===== config.mk =====
export PLATFORM = sky130hd
export DESIGN_NAME = bmc2_regs
export DESIGN_NICKNAME = d
export VERILOG_FILES = /design/src/bmc2_pkg.sv /design/src/bmc2_regs.sv
export VERILOG_INCLUDE_DIRS = /design/src
export SDC_FILE = /design/constraint.sdc
export NUM_CORES = 1
export LEC_CHECK = 0
export BUFFER_PORTS_ARGS = -buffer_cell sky130_fd_sc_hd__buf_2
export CAP_MARGIN = 20
export CORE_MARGIN = 2
export CORE_UTILIZATION = 48
export DETAILED_ROUTE_END_ITERATION = 6
export PLACE_DENSITY = 0.8
export SLEW_MARGIN = 25
export SYNTH_ARGS = -nofsm -noshare
export SYNTH_HDL_FRONTEND = slang
export SYNTH_SLANG_ARGS = --single-unit

===== constraint.sdc =====
create_clock -name core_clk -period 3.4 [get_ports core_clk]
set_input_delay 0.68 -clock core_clk [delete_from_list [all_inputs] [get_ports core_clk]]
set_output_delay 0.68 -clock core_clk [all_outputs]
set_load 0.02 [all_outputs]

===== src/bmc2_map.svh =====
// Purpose: offsets, field positions, reset values and timing for the
//          second misc control register bank
// Assumes: 32-bit register port, byte addresses
// Notes:   definitions only
`ifndef BMC2_MAP_SVH
`define BMC2_MAP_SVH

// register byte addresses
`define BMC2_OFF_CTL2     12'h808
`define BMC2_OFF_STAT     12'h820
`define BMC2_OFF_MASK     12'h824

// field positions in misc_control_two
`define BMC2_B_PCIDIS     31
`define BMC2_B_IMGPF      23
`define BMC2_B_TAERR      18
`define BMC2_B_FULLB      17
`define BMC2_B_SINGPF     16
`define BMC2_B_SCPW       15
`define BMC2_B_CNT2_HI    14
`define BMC2_B_CNT2_LO    9
`define BMC2_B_PARK       8
`define BMC2_B_PARSENS    4
`define BMC2_B_LATEEE     3
`define BMC2_B_NOORD      2
`define BMC2_B_PSRST      1
`define BMC2_B_WAKE       0

// reset values
`define BMC2_CNT2_RST     6'h01
`define BMC2_IRQ_RST      4'h0

// interrupt event bits
`define BMC2_EV_BUSERR    0
`define BMC2_EV_PARERR    1
`define BMC2_EV_PSRST     2
`define BMC2_EV_WAKE      3
`define BMC2_EV_N         4

// power states and burst sizes
`define BMC2_D0           2'h0
`define BMC2_D3HOT        2'h3
`define BMC2_BURST_FULL   3'h4
`define BMC2_BURST_ONE    3'h1

// local reset pulse width after a power-state reset
`define BMC2_CLK_NS       10
`define BMC2_LRST_NS      1000
`define BMC2_LRST_CYC     ((`BMC2_LRST_NS + `BMC2_CLK_NS - 1) / `BMC2_CLK_NS)

`endif


===== src/bmc2_pkg.sv =====
// Purpose: shared types of the second misc control register bank
// Assumes: 32-bit local-bus data word; no map header is included
// Notes:   types only
package bmc2_pkg;

  // one finished pci transaction behind a local-bus cycle
  typedef struct packed {
    logic valid;
    logic delayed;
    logic target_abort;
    logic master_abort;
  } bmc2_pci_done_type;

  // answer to the local-bus cycle
  typedef struct packed {
    logic valid;
    logic bus_error;
  } bmc2_term_type;

  // local-bus data word with its parity
  typedef struct packed {
    logic        valid;
    logic [31:0] data;
    logic        parity;
  } bmc2_par_word_type;

endpackage


===== src/bmc2_regs.sv =====
// Purpose: second misc control register and the control it applies
// Assumes: sys_rst synchronous active high; straps and the interrupt
//          line are pins, all other inputs are core_clk logic
// Notes:   register port reads answer one cycle after the strobe
//
// The address map and the plain strobed port were left to the implementer.
`timescale 1ns/1ns
`include "bmc2_map.svh"

module bmc2_regs #(
  parameter int unsigned LRST_CYC = `BMC2_LRST_CYC
) (
  input  wire logic                       core_clk,
  input  wire logic                       sys_rst,
  // register port
  input  wire logic [11:0]                reg_addr,
  input  wire logic [31:0]                reg_wdata,
  input  wire logic                       reg_wr,
  input  wire logic                       reg_rd,
  output logic      [31:0]                reg_rdata,
  output logic                            irq,
  // straps and pins
  input  wire logic                       pci_disable_strap,
  input  wire logic                       sda_pin,
  input  wire logic                       eeprom_present_strap,
  input  wire logic                       local_interrupt_line_n,
  // eeprom loader
  input  wire logic                       ee_load,
  input  wire logic                       ee_pci_access_disable,
  // termination mapping
  input  wire logic                       master_abort_error_disable,
  input  wire bmc2_pkg::bmc2_pci_done_type pci_done,
  output bmc2_pkg::bmc2_term_type          local_term,
  // burst and prefetch shape
  input  wire logic [2:0]                 wr_burst_req,
  output logic      [2:0]                 wr_burst_phases,
  output logic                            prefetch_single,
  input  wire logic                       pf_image,
  input  wire logic [5:0]                 first_prefetch_count,
  output logic      [7:0]                 prefetch_bytes,
  // channel policy
  output logic                            slave_channel_posted_write,
  output logic                            ordering_enforce,
  // register port arbitration
  input  wire logic                       reg_req_pci,
  input  wire logic                       reg_req_local,
  output logic                            reg_port_local,
  // local-bus parity
  input  wire bmc2_pkg::bmc2_par_word_type par_check,
  input  wire logic [31:0]                par_gen_data,
  output logic                            par_gen_bit,
  output logic                            par_error,
  // eeprom, power and pci access
  output logic                            eeprom_access_allowed,
  input  wire logic [1:0]                 pm_state,
  input  wire logic                       pme_enable,
  output logic                            pme_assert,
  output logic                            internal_reset_req,
  output logic                            local_reset_output_n,
  output logic                            pci_retry_all
);

  // control fields
  logic       pci_access_disable_q;
  logic       image_based_prefetch_q;
  logic       abort_to_error_enable_q;
  logic       full_burst_q;
  logic       single_prefetch_q;
  logic       scpw_q;
  logic [5:0] second_prefetch_count_q;
  logic       register_port_parking_q;
  logic       local_parity_sense_q;
  logic       late_eeprom_access_enable_q;
  logic       no_ordering_q;
  logic       power_state_reset_q;
  logic       wake_support_q;

  logic [`BMC2_EV_N-1:0] irq_stat_q;
  logic [`BMC2_EV_N-1:0] irq_mask_q;
  logic [`BMC2_EV_N-1:0] ev;
  logic [31:0]           ctl2_rd;
  logic [31:0]           rdata_d;

  logic wr_ctl2;
  logic wr_stat;
  logic wr_mask;

  // pin synchronisers, free running so straps settle during reset
  logic [1:0] dis_sync_q;
  logic [1:0] sda_sync_q;
  logic [1:0] present_sync_q;
  logic [1:0] int_sync_q;
  logic       strap_take_q;
  logic       eeprom_present_q;

  logic [1:0]  pm_prev_q;
  logic [31:0] lrst_cnt_q;
  logic        lrst_active_q;
  logic        ps_reset_ev;
  logic        wake_d;
  logic        wake_q;

  assign wr_ctl2 = reg_wr && (reg_addr == `BMC2_OFF_CTL2);
  assign wr_stat = reg_wr && (reg_addr == `BMC2_OFF_STAT);
  assign wr_mask = reg_wr && (reg_addr == `BMC2_OFF_MASK);

  // two flops on every pin before any logic looks at it
  always_ff @(posedge core_clk) begin
    dis_sync_q     <= {dis_sync_q[0], pci_disable_strap};
    sda_sync_q     <= {sda_sync_q[0], sda_pin};
    present_sync_q <= {present_sync_q[0], eeprom_present_strap};
    int_sync_q     <= {int_sync_q[0], local_interrupt_line_n};
  end

  // straps are caught on the first edge after reset release
  always_ff @(posedge core_clk) begin
    if (sys_rst) begin
      strap_take_q <= 1'b1;
    end else begin
      strap_take_q <= 1'b0;
    end
  end

  // eeprom seen at power-up if either strap line was high
  always_ff @(posedge core_clk) begin
    if (sys_rst) begin
      eeprom_present_q <= 1'b0;
    end else if (strap_take_q) begin
      eeprom_present_q <= sda_sync_q[1] | present_sync_q[1];
    end
  end

  // pci access disable: strap, then eeprom, then local software
  always_ff @(posedge core_clk) begin
    if (sys_rst) begin
      pci_access_disable_q <= 1'b0;
    end else if (strap_take_q) begin
      pci_access_disable_q <= dis_sync_q[1];
    end else if (ee_load) begin
      pci_access_disable_q <= ee_pci_access_disable;
    end else if (wr_ctl2) begin
      pci_access_disable_q <= reg_wdata[`BMC2_B_PCIDIS];
    end
  end

  // software fields of the control register
  always_ff @(posedge core_clk) begin
    if (sys_rst) begin
      image_based_prefetch_q      <= 1'b0;
      abort_to_error_enable_q     <= 1'b0;
      full_burst_q                <= 1'b0;
      single_prefetch_q           <= 1'b0;
      scpw_q                      <= 1'b0;
      second_prefetch_count_q     <= `BMC2_CNT2_RST;
      register_port_parking_q     <= 1'b0;
      local_parity_sense_q        <= 1'b0;
      late_eeprom_access_enable_q <= 1'b0;
      no_ordering_q               <= 1'b0;
      power_state_reset_q         <= 1'b0;
      wake_support_q              <= 1'b0;
    end else if (wr_ctl2) begin
      image_based_prefetch_q      <= reg_wdata[`BMC2_B_IMGPF];
      abort_to_error_enable_q     <= reg_wdata[`BMC2_B_TAERR];
      full_burst_q                <= reg_wdata[`BMC2_B_FULLB];
      single_prefetch_q           <= reg_wdata[`BMC2_B_SINGPF];
      scpw_q                      <= reg_wdata[`BMC2_B_SCPW];
      second_prefetch_count_q     <= reg_wdata[`BMC2_B_CNT2_HI:`BMC2_B_CNT2_LO];
      register_port_parking_q     <= reg_wdata[`BMC2_B_PARK];
      local_parity_sense_q        <= reg_wdata[`BMC2_B_PARSENS];
      late_eeprom_access_enable_q <= reg_wdata[`BMC2_B_LATEEE];
      no_ordering_q               <= reg_wdata[`BMC2_B_NOORD];
      power_state_reset_q         <= reg_wdata[`BMC2_B_PSRST];
      wake_support_q              <= reg_wdata[`BMC2_B_WAKE];
    end
  end

  // termination mapping of delayed local cycles
  always_ff @(posedge core_clk) begin
    if (sys_rst) begin
      local_term <= '0;
    end else begin
      local_term.valid <= pci_done.valid;
      local_term.bus_error <= pci_done.valid && pci_done.delayed &&
        ((pci_done.target_abort &&
          (abort_to_error_enable_q || !master_abort_error_disable)) ||
         (pci_done.master_abort && !master_abort_error_disable));
    end
  end

  // burst shape: short bursts split into singles in full-burst mode
  always_ff @(posedge core_clk) begin
    if (sys_rst) begin
      wr_burst_phases <= `BMC2_BURST_ONE;
    end else if (full_burst_q && (wr_burst_req != `BMC2_BURST_FULL)) begin
      wr_burst_phases <= `BMC2_BURST_ONE;
    end else begin
      wr_burst_phases <= wr_burst_req;
    end
  end

  // prefetch amount in bytes, four per count unit
  always_ff @(posedge core_clk) begin
    if (sys_rst) begin
      prefetch_bytes <= '0;
    end else if (image_based_prefetch_q && pf_image) begin
      prefetch_bytes <= {second_prefetch_count_q, 2'h0};
    end else begin
      prefetch_bytes <= {first_prefetch_count, 2'h0};
    end
  end

  // plain policy levels, registered so they change one edge after a write
  always_ff @(posedge core_clk) begin
    if (sys_rst) begin
      prefetch_single            <= 1'b0;
      slave_channel_posted_write <= 1'b0;
      ordering_enforce           <= 1'b1;
      eeprom_access_allowed      <= 1'b0;
      pci_retry_all              <= 1'b0;
    end else begin
      prefetch_single            <= single_prefetch_q;
      slave_channel_posted_write <= scpw_q;
      ordering_enforce           <= !no_ordering_q;
      eeprom_access_allowed      <= eeprom_present_q || late_eeprom_access_enable_q;
      pci_retry_all              <= pci_access_disable_q;
    end
  end

  // register port owner; pci wins a tie because it cannot be stalled
  always_ff @(posedge core_clk) begin
    if (sys_rst) begin
      reg_port_local <= 1'b0;
    end else if (reg_req_pci) begin
      reg_port_local <= 1'b0;
    end else if (reg_req_local) begin
      reg_port_local <= 1'b1;
    end else if (!register_port_parking_q) begin
      reg_port_local <= 1'b0;
    end
  end

  // parity generation and check
  always_ff @(posedge core_clk) begin
    if (sys_rst) begin
      par_gen_bit <= 1'b0;
      par_error   <= 1'b0;
    end else begin
      par_gen_bit <= (^par_gen_data) ^ local_parity_sense_q;
      par_error   <= par_check.valid &&
        (((^par_check.data) ^ par_check.parity) != local_parity_sense_q);
    end
  end

  // power-state change watch
  always_ff @(posedge core_clk) begin
    if (sys_rst) begin
      pm_prev_q <= `BMC2_D0;
    end else begin
      pm_prev_q <= pm_state;
    end
  end

  assign ps_reset_ev = power_state_reset_q && (pm_prev_q == `BMC2_D3HOT) &&
                       (pm_state == `BMC2_D0);

  // local reset pulse; a new change restarts the full width
  always_ff @(posedge core_clk) begin
    if (sys_rst) begin
      lrst_cnt_q    <= '0;
      lrst_active_q <= 1'b0;
    end else if (ps_reset_ev) begin
      lrst_cnt_q    <= LRST_CYC - 1;
      lrst_active_q <= 1'b1;
    end else if (lrst_cnt_q != '0) begin
      lrst_cnt_q    <= lrst_cnt_q - 32'h1;
    end else begin
      lrst_active_q <= 1'b0;
    end
  end

  assign internal_reset_req   = lrst_active_q;
  assign local_reset_output_n = !lrst_active_q;

  assign wake_d = wake_support_q && pme_enable &&
                  (pm_state == `BMC2_D3HOT) && !int_sync_q[1];

  always_ff @(posedge core_clk) begin
    if (sys_rst) begin
      wake_q <= 1'b0;
    end else begin
      wake_q <= wake_d;
    end
  end

  assign pme_assert = wake_q;

  // interrupt events, one-cycle pulses
  always_comb begin
    ev                  = '0;
    ev[`BMC2_EV_BUSERR] = local_term.bus_error;
    ev[`BMC2_EV_PARERR] = par_error;
    ev[`BMC2_EV_PSRST]  = ps_reset_ev;
    ev[`BMC2_EV_WAKE]   = wake_d && !wake_q;
  end

  // sticky status: a new event beats a write-one-to-clear
  always_ff @(posedge core_clk) begin
    if (sys_rst) begin
      irq_stat_q <= `BMC2_IRQ_RST;
    end else if (wr_stat) begin
      irq_stat_q <= (irq_stat_q & ~reg_wdata[`BMC2_EV_N-1:0]) | ev;
    end else begin
      irq_stat_q <= irq_stat_q | ev;
    end
  end

  always_ff @(posedge core_clk) begin
    if (sys_rst) begin
      irq_mask_q <= `BMC2_IRQ_RST;
    end else if (wr_mask) begin
      irq_mask_q <= reg_wdata[`BMC2_EV_N-1:0];
    end
  end

  assign irq = |(irq_stat_q & irq_mask_q);

  // read image of the control register, unused bits zero
  always_comb begin
    ctl2_rd                                  = '0;
    ctl2_rd[`BMC2_B_PCIDIS]                  = pci_access_disable_q;
    ctl2_rd[`BMC2_B_IMGPF]                   = image_based_prefetch_q;
    ctl2_rd[`BMC2_B_TAERR]                   = abort_to_error_enable_q;
    ctl2_rd[`BMC2_B_FULLB]                   = full_burst_q;
    ctl2_rd[`BMC2_B_SINGPF]                  = single_prefetch_q;
    ctl2_rd[`BMC2_B_SCPW]                    = scpw_q;
    ctl2_rd[`BMC2_B_CNT2_HI:`BMC2_B_CNT2_LO] = second_prefetch_count_q;
    ctl2_rd[`BMC2_B_PARK]                    = register_port_parking_q;
    ctl2_rd[`BMC2_B_PARSENS]                 = local_parity_sense_q;
    ctl2_rd[`BMC2_B_LATEEE]                  = late_eeprom_access_enable_q;
    ctl2_rd[`BMC2_B_NOORD]                   = no_ordering_q;
    ctl2_rd[`BMC2_B_PSRST]                   = power_state_reset_q;
    ctl2_rd[`BMC2_B_WAKE]                    = wake_support_q;
  end

  // read mux; unmapped addresses read zero
  always_comb begin
    rdata_d = '0;
    if (reg_rd) begin
      unique case (reg_addr)
        `BMC2_OFF_CTL2: rdata_d = ctl2_rd;
        `BMC2_OFF_STAT: rdata_d[`BMC2_EV_N-1:0] = irq_stat_q;
        `BMC2_OFF_MASK: rdata_d[`BMC2_EV_N-1:0] = irq_mask_q;
        default:        rdata_d = '0;
      endcase
    end
  end

  // read data valid only in the cycle after the strobe
  always_ff @(posedge core_clk) begin
    if (sys_rst) begin
      reg_rdata <= '0;
    end else begin
      reg_rdata <= rdata_d;
    end
  end

endmodule


==> results.sh, run 1 <==
export IMPL_finClkSkew_ns=0.01140
export IMPL_vias_per_cell=5.270
export IMPL_setup_violations=0
export IMPL_cts_tree="built"
export IMPL_drive_gt1_share_pct=28.94
export IMPL_fin_crit_sh_pct=80.38
export IMPL_worst_path_stages=5
export IMPL_yosys_warnings=0
export IMPL_hold_path_cell_count=0
export IMPL_synth_edff_count=0
export IMPL_crit_path_start_kind="flop"
export IMPL_io_buffers=166
export IMPL_crit_arrival_ns=3.03
export IMPL_grt_pass1_wl_microns=19290
export IMPL_cpPeakStageDelay_ns=0.64
export IMPL_syn_inst=524
export IMPL_synthAdderAreaFrac_pct=0.2626
export IMPL_cts_buffer_depth=2
export IMPL_grt_overflow_total=0
export IMPL_netlist_area_sq_um=4765
export IMPL_grt_start_max_net_pins=48
export IMPL_clockRootBuffer="clkbuf_8"
export IMPL_final_cell_mix="166 x buf_2, 109 x dfxtp_1, 57 x nand2_1, 57 x a21oi_1, 50 x xnor2_1"
export IMPL_critPathMaxFanout=9
export IMPL_cts_max_level=3
export IMPL_clkSlewWorstSetupHoldPaths_ns=0.11
export IMPL_net_switching_power_uw=1524
export IMPL_power_density_nw_per_um2=683.8
export IMPL_numCtsBuffers=9
export IMPL_cts_sinks=109
export IMPL_synth_top_area_cell="dfxtp_1"
export IMPL_nets=827
export IMPL_crit_required_ns=3.69
export IMPL_crit_chain="or4_1 -> or3_1 -> or3_1 -> or4_1 -> a21oi_1"
export IMPL_regToRegStartpoint="lrst_cnt_q[15]"
export IMPL_synth_compound_area_share_pct=12.74
export IMPL_die_area_sq_um=10740
export IMPL_initial_utilization_pct=49.20
export IMPL_slew_headroom_pct=39.84
export IMPL_antenna_found_initial=1
export IMPL_slew_violations=0
export IMPL_rsz0062_at_grt="false"
export IMPL_vdd_drop_max_mv=0.4409
export IMPL_crit_type="reg -> reg"
export IMPL_crit_slowest_cell="or4_1"
export IMPL_fp_row_count=36
export IMPL_p_int_uw=2494
export IMPL_clkLatencyLatePin_ns=0.37
export IMPL_r2r_end="lrst_cnt_q[30]"
export IMPL_synth_area_leaders="dfxtp_1 46%, xnor2_1 9.2%, a21oi_1 6.0%, nand2_1 4.5%, or3_1 3.0%"
export IMPL_finalPower_uw=4018
export IMPL_cp_top_family="simple AND/OR/NAND/NOR gates"
export IMPL_cellLeakagePower_uw=0.002560
export IMPL_top_level_ports=197
export IMPL_fin_util_pct=60.67
export IMPL_wirelength_microns=11580
export IMPL_wl_per_cell_microns=14.03
export IMPL_ys_flop_type="dfxtp_1"
export IMPL_post_cts_buffers=0
export IMPL_avgSynthCellArea_sq_um=9.093
export IMPL_combPwrFrac_pct=40.6
export IMPL_min_period_ns=2.733
export IMPL_post_synth_num_cell_types=46
export IMPL_via_count=4348
export IMPL_layout_commonest_cell="buf_2"
export IMPL_synth_top_family_by_area="simple AND/OR/NAND/NOR gates"
export IMPL_pwr_share_seq_pct=39.3
export IMPL_syn_to_final_growth_pct=23.32
export IMPL_finalSetupTns_ns=0
export IMPL_drtIter0Drc=238
export IMPL_ant_nets=0
export IMPL_p_clk_share_pct=20.0
export IMPL_synthXorXnorAreaFrac_pct=12.18
export IMPL_cts_resized=0
export IMPL_crit_buf_inv=0
export IMPL_hold_viol=0
export IMPL_netlist_area_leader_share_pct=45.80
export IMPL_die_h_microns=103.6
export IMPL_synthArstFlopShare_pct=0
export IMPL_rr_worst_depth=5
export IMPL_muxShareOfSynthArea_pct=1.917
export IMPL_ys_seq_area_share_pct=45.80
export IMPL_yosys_register_bits=109
export IMPL_synthSimpleGateAreaFrac_pct=22.01
export IMPL_drv_cap=0
export IMPL_track_usage_pct=21.77
export IMPL_ctsHoldBuffers=0
export IMPL_place_gp_congestion=0.8655
export IMPL_swShare_pct=37.93
export IMPL_hp_class="reg -> reg"
export IMPL_tightestPinTransition_ns=0.9002
export IMPL_route_detailed_drc=0
export IMPL_r2r_slack_ns=0.67
export IMPL_endpoint_kind="flop"
export IMPL_core_area_sq_um=9684
export IMPL_drt_pre_antenna_iters=6
export IMPL_fmax_ghz=0.3659
export IMPL_holdPathEnd="sda_sync_q[1]"
export IMPL_status="finished, final reports clean"
export IMPL_die_x_microns=103.6
export IMPL_dp_hpwl_microns=8687
export IMPL_grt_pass1_vias=4199
export IMPL_min_from="sda_sync_q[0]"
-- kinds of logic (layout without fill, tap and decap cells) --
family,count (synthesis),in the layout
muxes,9,9
xor gates and xnor gates,60,60
DFF,109,109
AOI/OAI and AO/OA,102,102
adders and majority gates,1,1
and+or+nand+nor,196,196
other,1,17
buffers and inverters,46,198
-- flip-flops by register name (all words and copies together) (netlist names), 2 cells and up --
register	count
irq_mask_q	4
sda_sync_q	2
lrst_cnt_q	32
irq_stat_q	4
wr_burst_phases	3
pm_prev_q	2
present_sync_q	2
prefetch_bytes	6
local_term	2
dis_sync_q	2
int_sync_q	2
reg_rdata	18
second_prefetch_count_q	6
-- final cells by class --
class                      count  area, sq um
antenna                        1        2.502
clock buffer                   9        123.9
clock inverter                 7        83.83
fill                         874         3809
inverter                       9        33.78
multi-input combinational    384         2400
sequential                   109         2182
tap                          133        166.4
timing repair buffer         173        883.3
-- stage by stage --
step                area [sq um]  std cells  hold slack [ns]  worst slack (ns)
finish                      5876        825           0.3363            0.6671
global route                5876        825           0.3506            0.5220
CTS                         5873        824           0.3375            0.6876
detailed placement          5665        808           0.3135            0.4478
global placement            5665        808           0.3136            0.4927
floorplan                   4821        539           0.3096            0.7597
-- routing by layer --
metal  track usage (%)  vias up  part of all wire, %
li1                  -     2130                    -
met1             25.39     2036                   41
met2             39.03      160                   50
met3             5.853       22                  6.8
met4             6.564        0                  1.7
met5                 0        -                    0
-- synth_stat cells, types with 2 or more instances --
library cell,count
dfxtp_1,109
clkbuf_1,14
buf_1,2
xor2_1,6
nand2_1,57
nor2_1,23
nand4_1,3
or4b_2,4
a31oi_1,2
buf_2,4
nand2b_1,7
o21ai_0,14
a22oi_1,2
inv_1,8
mux2i_1,8
buf_4,16
nand3_1,14
and3_1,5
o41ai_1,4
o31ai_1,14
or2_2,4
xnor3_1,4
xnor2_1,50
or4_1,15
nor3_1,6
a222oi_1,4
nor4_1,8
and2_1,16
or3_1,23
nor2b_1,6
a21oi_1,57
-- worst max path at each step --
stage	slack, ns	to	startpoint
3_5_place_dp	0.45	second_prefetch_count_q[4]	reg_addr[9]
6_report	0.67	lrst_cnt_q[30]	lrst_cnt_q[15]
4_1_cts	0.69	lrst_cnt_q[30]	lrst_cnt_q[15]
3_3_place_gp	0.49	scpw_q	reg_addr[9]
5_1_grt	0.52	lrst_cnt_q[28]	lrst_cnt_q[15]
2_1_floorplan	0.76	irq_stat_q[3]	reg_addr[9]
-- power groups by stage --
stage                     registers [uW]  logic [uW]  clock network [uW]
final                               1580        1630                 805
after global routing                1610        1820                 872
after CTS                           1580        1630                 822
after detailed placement            1610        1600                   0
after global placement              1590        1530                   0
after floorplan                     1590        1270                   0
No activity file was read; power rests on OpenSTA's default activity.
==> inputs of run 2 (changes only) <==
--- a/config.mk
+++ b/config.mk
@@ -6,12 +6,13 @@
 export SDC_FILE = /design/constraint.sdc
 export NUM_CORES = 1
 export LEC_CHECK = 0
+export ABC_AREA = 1
 export BUFFER_PORTS_ARGS = -buffer_cell sky130_fd_sc_hd__buf_2
 export CAP_MARGIN = 20
 export CORE_MARGIN = 2
-export CORE_UTILIZATION = 48
+export CORE_UTILIZATION = 46
 export DETAILED_ROUTE_END_ITERATION = 6
-export PLACE_DENSITY = 0.8
+export PLACE_DENSITY = 0.77
 export SLEW_MARGIN = 25
 export SYNTH_ARGS = -nofsm -noshare
 export SYNTH_HDL_FRONTEND = slang
==> constraint.sdc (replaced) <==
create_clock -name core_clk -period 2.4 [get_ports core_clk]
set_input_delay 0.48 -clock core_clk [delete_from_list [all_inputs] [get_ports core_clk]]
set_output_delay 0.48 -clock core_clk [all_outputs]
set_load 0.02 [all_outputs]
==> run 2 against run 1 <==
Compared with the run above: sequential share of layout area fell by 6.9 points; utilization fell by 3.6 points; sequential power rose by 44%; worst hold slack got worse by 0.11 ns; flip-flop and latch count did not move; design area rose by 23%; total power rose by 68%; die area rose by 29%; via count rose by 31%; clock skew fell by 0.0024 ns; clock power rose by 84%; largest cell class unchanged; highest routed layer unchanged.
==> results.sh, run 2 <==
export IMPL_syn_inst=893
export IMPL_grt_pass1_vias=5287
export IMPL_initial_utilization_pct=47.08
export IMPL_synth_top_area_cell="dfxtp_1"
export IMPL_crit_top_cell="nand2_2"
export IMPL_r2r_end="lrst_cnt_q[0]"
export IMPL_final_cell_mix="296 x nand2_1, 166 x buf_2, 117 x nor2_1"
export IMPL_dp_cells=1224
export IMPL_rsz0062_at_grt="false"
export IMPL_dpl_cell_area_sq_um=6902
export IMPL_cts_buffer_depth=2
export IMPL_netlist_area_sq_um=5941
export IMPL_cp_top_family="simple AND/OR/NAND/NOR gates"
export IMPL_synth_edff_count=0
export IMPL_cts_max_level=3
export IMPL_regToRegStartpoint="lrst_cnt_q[0]"
export IMPL_finClkSkew_ns=0.009035
export IMPL_grt_overflow_total=0
export IMPL_syn_to_final_growth_pct=21.31
export IMPL_fp_row_count=41
export IMPL_tightestPinTransition_ns=0.5161
export IMPL_cellLeakagePower_uw=0.003855
export IMPL_drt_pre_antenna_iters=5
export IMPL_netlist_area_leader_share_pct=36.73
export IMPL_crit_arrival_ns=2.05
export IMPL_top_level_ports=197
export IMPL_fmax_ghz=0.5531
export IMPL_min_period_ns=1.808
export IMPL_muxShareOfSynthArea_pct=0
export IMPL_die_area_sq_um=13840
export IMPL_setup_violations=0
export IMPL_stdcell_count=1240
export IMPL_antenna_found_initial=0
export IMPL_layout_commonest_cell="nand2_1"
export IMPL_die_x_microns=117.6
export IMPL_slew_headroom_pct=65.54
export IMPL_drtIter0Drc=361
export IMPL_synth_area_leaders="dfxtp_1 37%, nand2_1 19%, nor2_1 7.4%, inv_1 7.3%, xnor2_1 4.9%"
export IMPL_slew_violations=0
export IMPL_hold_viol=0
export IMPL_dp_hpwl_microns=10930
export IMPL_post_synth_num_cell_types=45
export IMPL_nets=1204
export IMPL_post_cts_buffers=0
export IMPL_place_gp_congestion=0.8950
export IMPL_track_usage_pct=20.17
export IMPL_ctsHoldBuffers=0
export IMPL_cts_sinks=109
export IMPL_crit_buf_inv=2
export IMPL_largestRegisters="lrst_cnt_q (32), reg_rdata (18)"
export IMPL_synthXorXnorAreaFrac_pct=7.372
export IMPL_ys_seq_area_share_pct=36.73
export IMPL_die_h_microns=117.6
export IMPL_synth_commonest_cells="296 x nand2_1, 117 x nor2_1, 115 x inv_1, 109 x dfxtp_1"
export IMPL_crit_type="reg -> reg"
export IMPL_wl_per_cell_microns=10.91
export IMPL_largest_register="lrst_cnt_q"
export IMPL_clkSlewWorstSetupHoldPaths_ns=0.08
export IMPL_numCtsBuffers=9
export IMPL_synthArstFlopShare_pct=0
export IMPL_hp_class="in -> reg"
export IMPL_io_buffers=166
export IMPL_finalSetupTns_ns=0
export IMPL_crit_required_ns=2.64
export IMPL_cpPeakStageDelay_ns=0.35
export IMPL_clockRootBuffer="clkbuf_16"
export IMPL_rr_worst_depth=11
export IMPL_fin_crit_sh_pct=75.33
export IMPL_route_detailed_drc=0
export IMPL_grt_pass1_wl_microns=23250
export IMPL_power_density_nw_per_um2=938.4
export IMPL_ys_flop_type="dfxtp_1"
export IMPL_r2r_slack_ns=0.59
export IMPL_yosys_register_bits=109
export IMPL_min_from="local_interrupt_line_n"
export IMPL_status="finished, final reports clean"
export IMPL_grt_start_max_net_pins=27
export IMPL_crit_chain="inv_1 -> ha_1 -> nand2_2 -> nor2_4 -> nand2_1 -> nor3_2 -> nand2_2 -> nor2_2 -> inv_2 -> o21ai_1 -> a21oi_1"
export IMPL_endpoint_kind="flop"
export IMPL_drive_gt1_share_pct=22.00
export IMPL_drv_cap=0
export IMPL_yosys_warnings=0
export IMPL_cts_tree="built"
export IMPL_final_cell_area_sq_um=7207
export IMPL_critPathMaxFanout=6
export IMPL_largest_register_ffs=32
export IMPL_synthAdderAreaFrac_pct=0.2106
export IMPL_synth_top_family_by_area="simple AND/OR/NAND/NOR gates"
export IMPL_synthSimpleGateAreaFrac_pct=35.53
export IMPL_holdPathEnd="int_sync_q[0]"
export IMPL_vdd_drop_max_mv=0.5573
export IMPL_clkLatencyLatePin_ns=0.35
export IMPL_yosys_cell_count_top_type="nand2_1"
export IMPL_insertedDiodeCount=0
export IMPL_vias_per_cell=4.598
export IMPL_avgSynthCellArea_sq_um=6.653
export IMPL_hold_path_cell_count=1
export IMPL_synth_compound_area_share_pct=9.056
export IMPL_via_count=5702
export IMPL_wirelength_microns=13520
export IMPL_ant_nets=0
export IMPL_core_area_sq_um=12620
export IMPL_cts_resized=0
export IMPL_crit_slowest_cell="dfxtp_1"
export IMPL_crit_path_start_kind="flop"
export IMPL_cp_startpoint="lrst_cnt_q[0]"
[run 2: changes by cell type after synthesis, sizes merged, moves of 16 or more]
cell	before	now
a21oi	57	34
and2	16	0
inv	8	122
nand2	57	300
nand3	14	33
nor2	23	128
or3	23	1
xnor2	50	33
[run 2: power breakdown]
part	switching (uW)	total [uW]	leakage, uW	internal [uW]
logic	1920	3010	0.00282	1090
clock network	739	1480	0.000149	741
registers	211	2270	0.000890	2060
[run 2: worst max-delay path by stage]
stage / end / slack, ns / depth (start not counted)
finish: lrst_cnt_q[0] / 0.59 / 11
global route: lrst_cnt_q[0] / 0.45 / 11
CTS: lrst_cnt_q[0] / 0.58 / 11
detailed placement: second_prefetch_count_q[1] / 0.32 / 9
global placement: single_prefetch_q / 0.34 / 8
floorplan: abort_to_error_enable_q / 0.76 / 8
[run 2: kinds of logic (layout without fill, tap and decap cells)]
logic type | count (synthesis) | after routing
compound gates | 82 | 82
xor+xnor | 50 | 50
fa+ha+maj | 1 | 1
buf+inv | 152 | 312
flops | 109 | 109
other cells | 1 | 16
simple gates | 498 | 498
[run 2: routing by layer]
metal | wire (microns) | track usage [%] | share of wire (%) | vias up
li1 | - | - | - | 3066
met1 | 5947 | 24.29 | 44 | 2443
met2 | 6373 | 35.03 | 47 | 174
met3 | 919 | 5.184 | 6.8 | 19
met4 | 284 | 6.551 | 2.1 | 0
met5 | 0 | 0 | 0 | -
[run 2: worst register-to-register path, stage by stage (launching register included)]
cell     delay [ns]
dfxtp_1        0.35
inv_1          0.07
ha_1           0.20
nand2_2        0.13
nor2_4         0.23
nand2_1        0.09
nor3_2         0.14
nand2_2        0.15
nor2_2         0.12
inv_2          0.05
o21ai_1        0.11
a21oi_1        0.05
[run 2: through the flow]
step                      setup slack (ns)  power, uW  hold slack [ns]  util [%]
after floorplan                     0.7627       4623           0.3096         -
after global placement              0.3432       5247           0.3103     54.69
after detailed placement            0.3153       5276           0.3135     54.69
after CTS                           0.5800       6784           0.2137     57.11
after global routing                0.4467       7377           0.2133     57.11
final                               0.5921       6763           0.2277     57.11
[run 2: layout make-up]
| type | count | area, sq um |
|---|---|---|
| clock buffers | 9 | 225.2 |
| clock inverters | 7 | 80.08 |
| fillers | 1254 | 5413 |
| inverters | 123 | 461.7 |
| multi-input cells | 647 | 3159 |
| flip-flops and latches | 109 | 2182 |
| well taps | 172 | 215.2 |
| repair buffers | 173 | 883.3 |
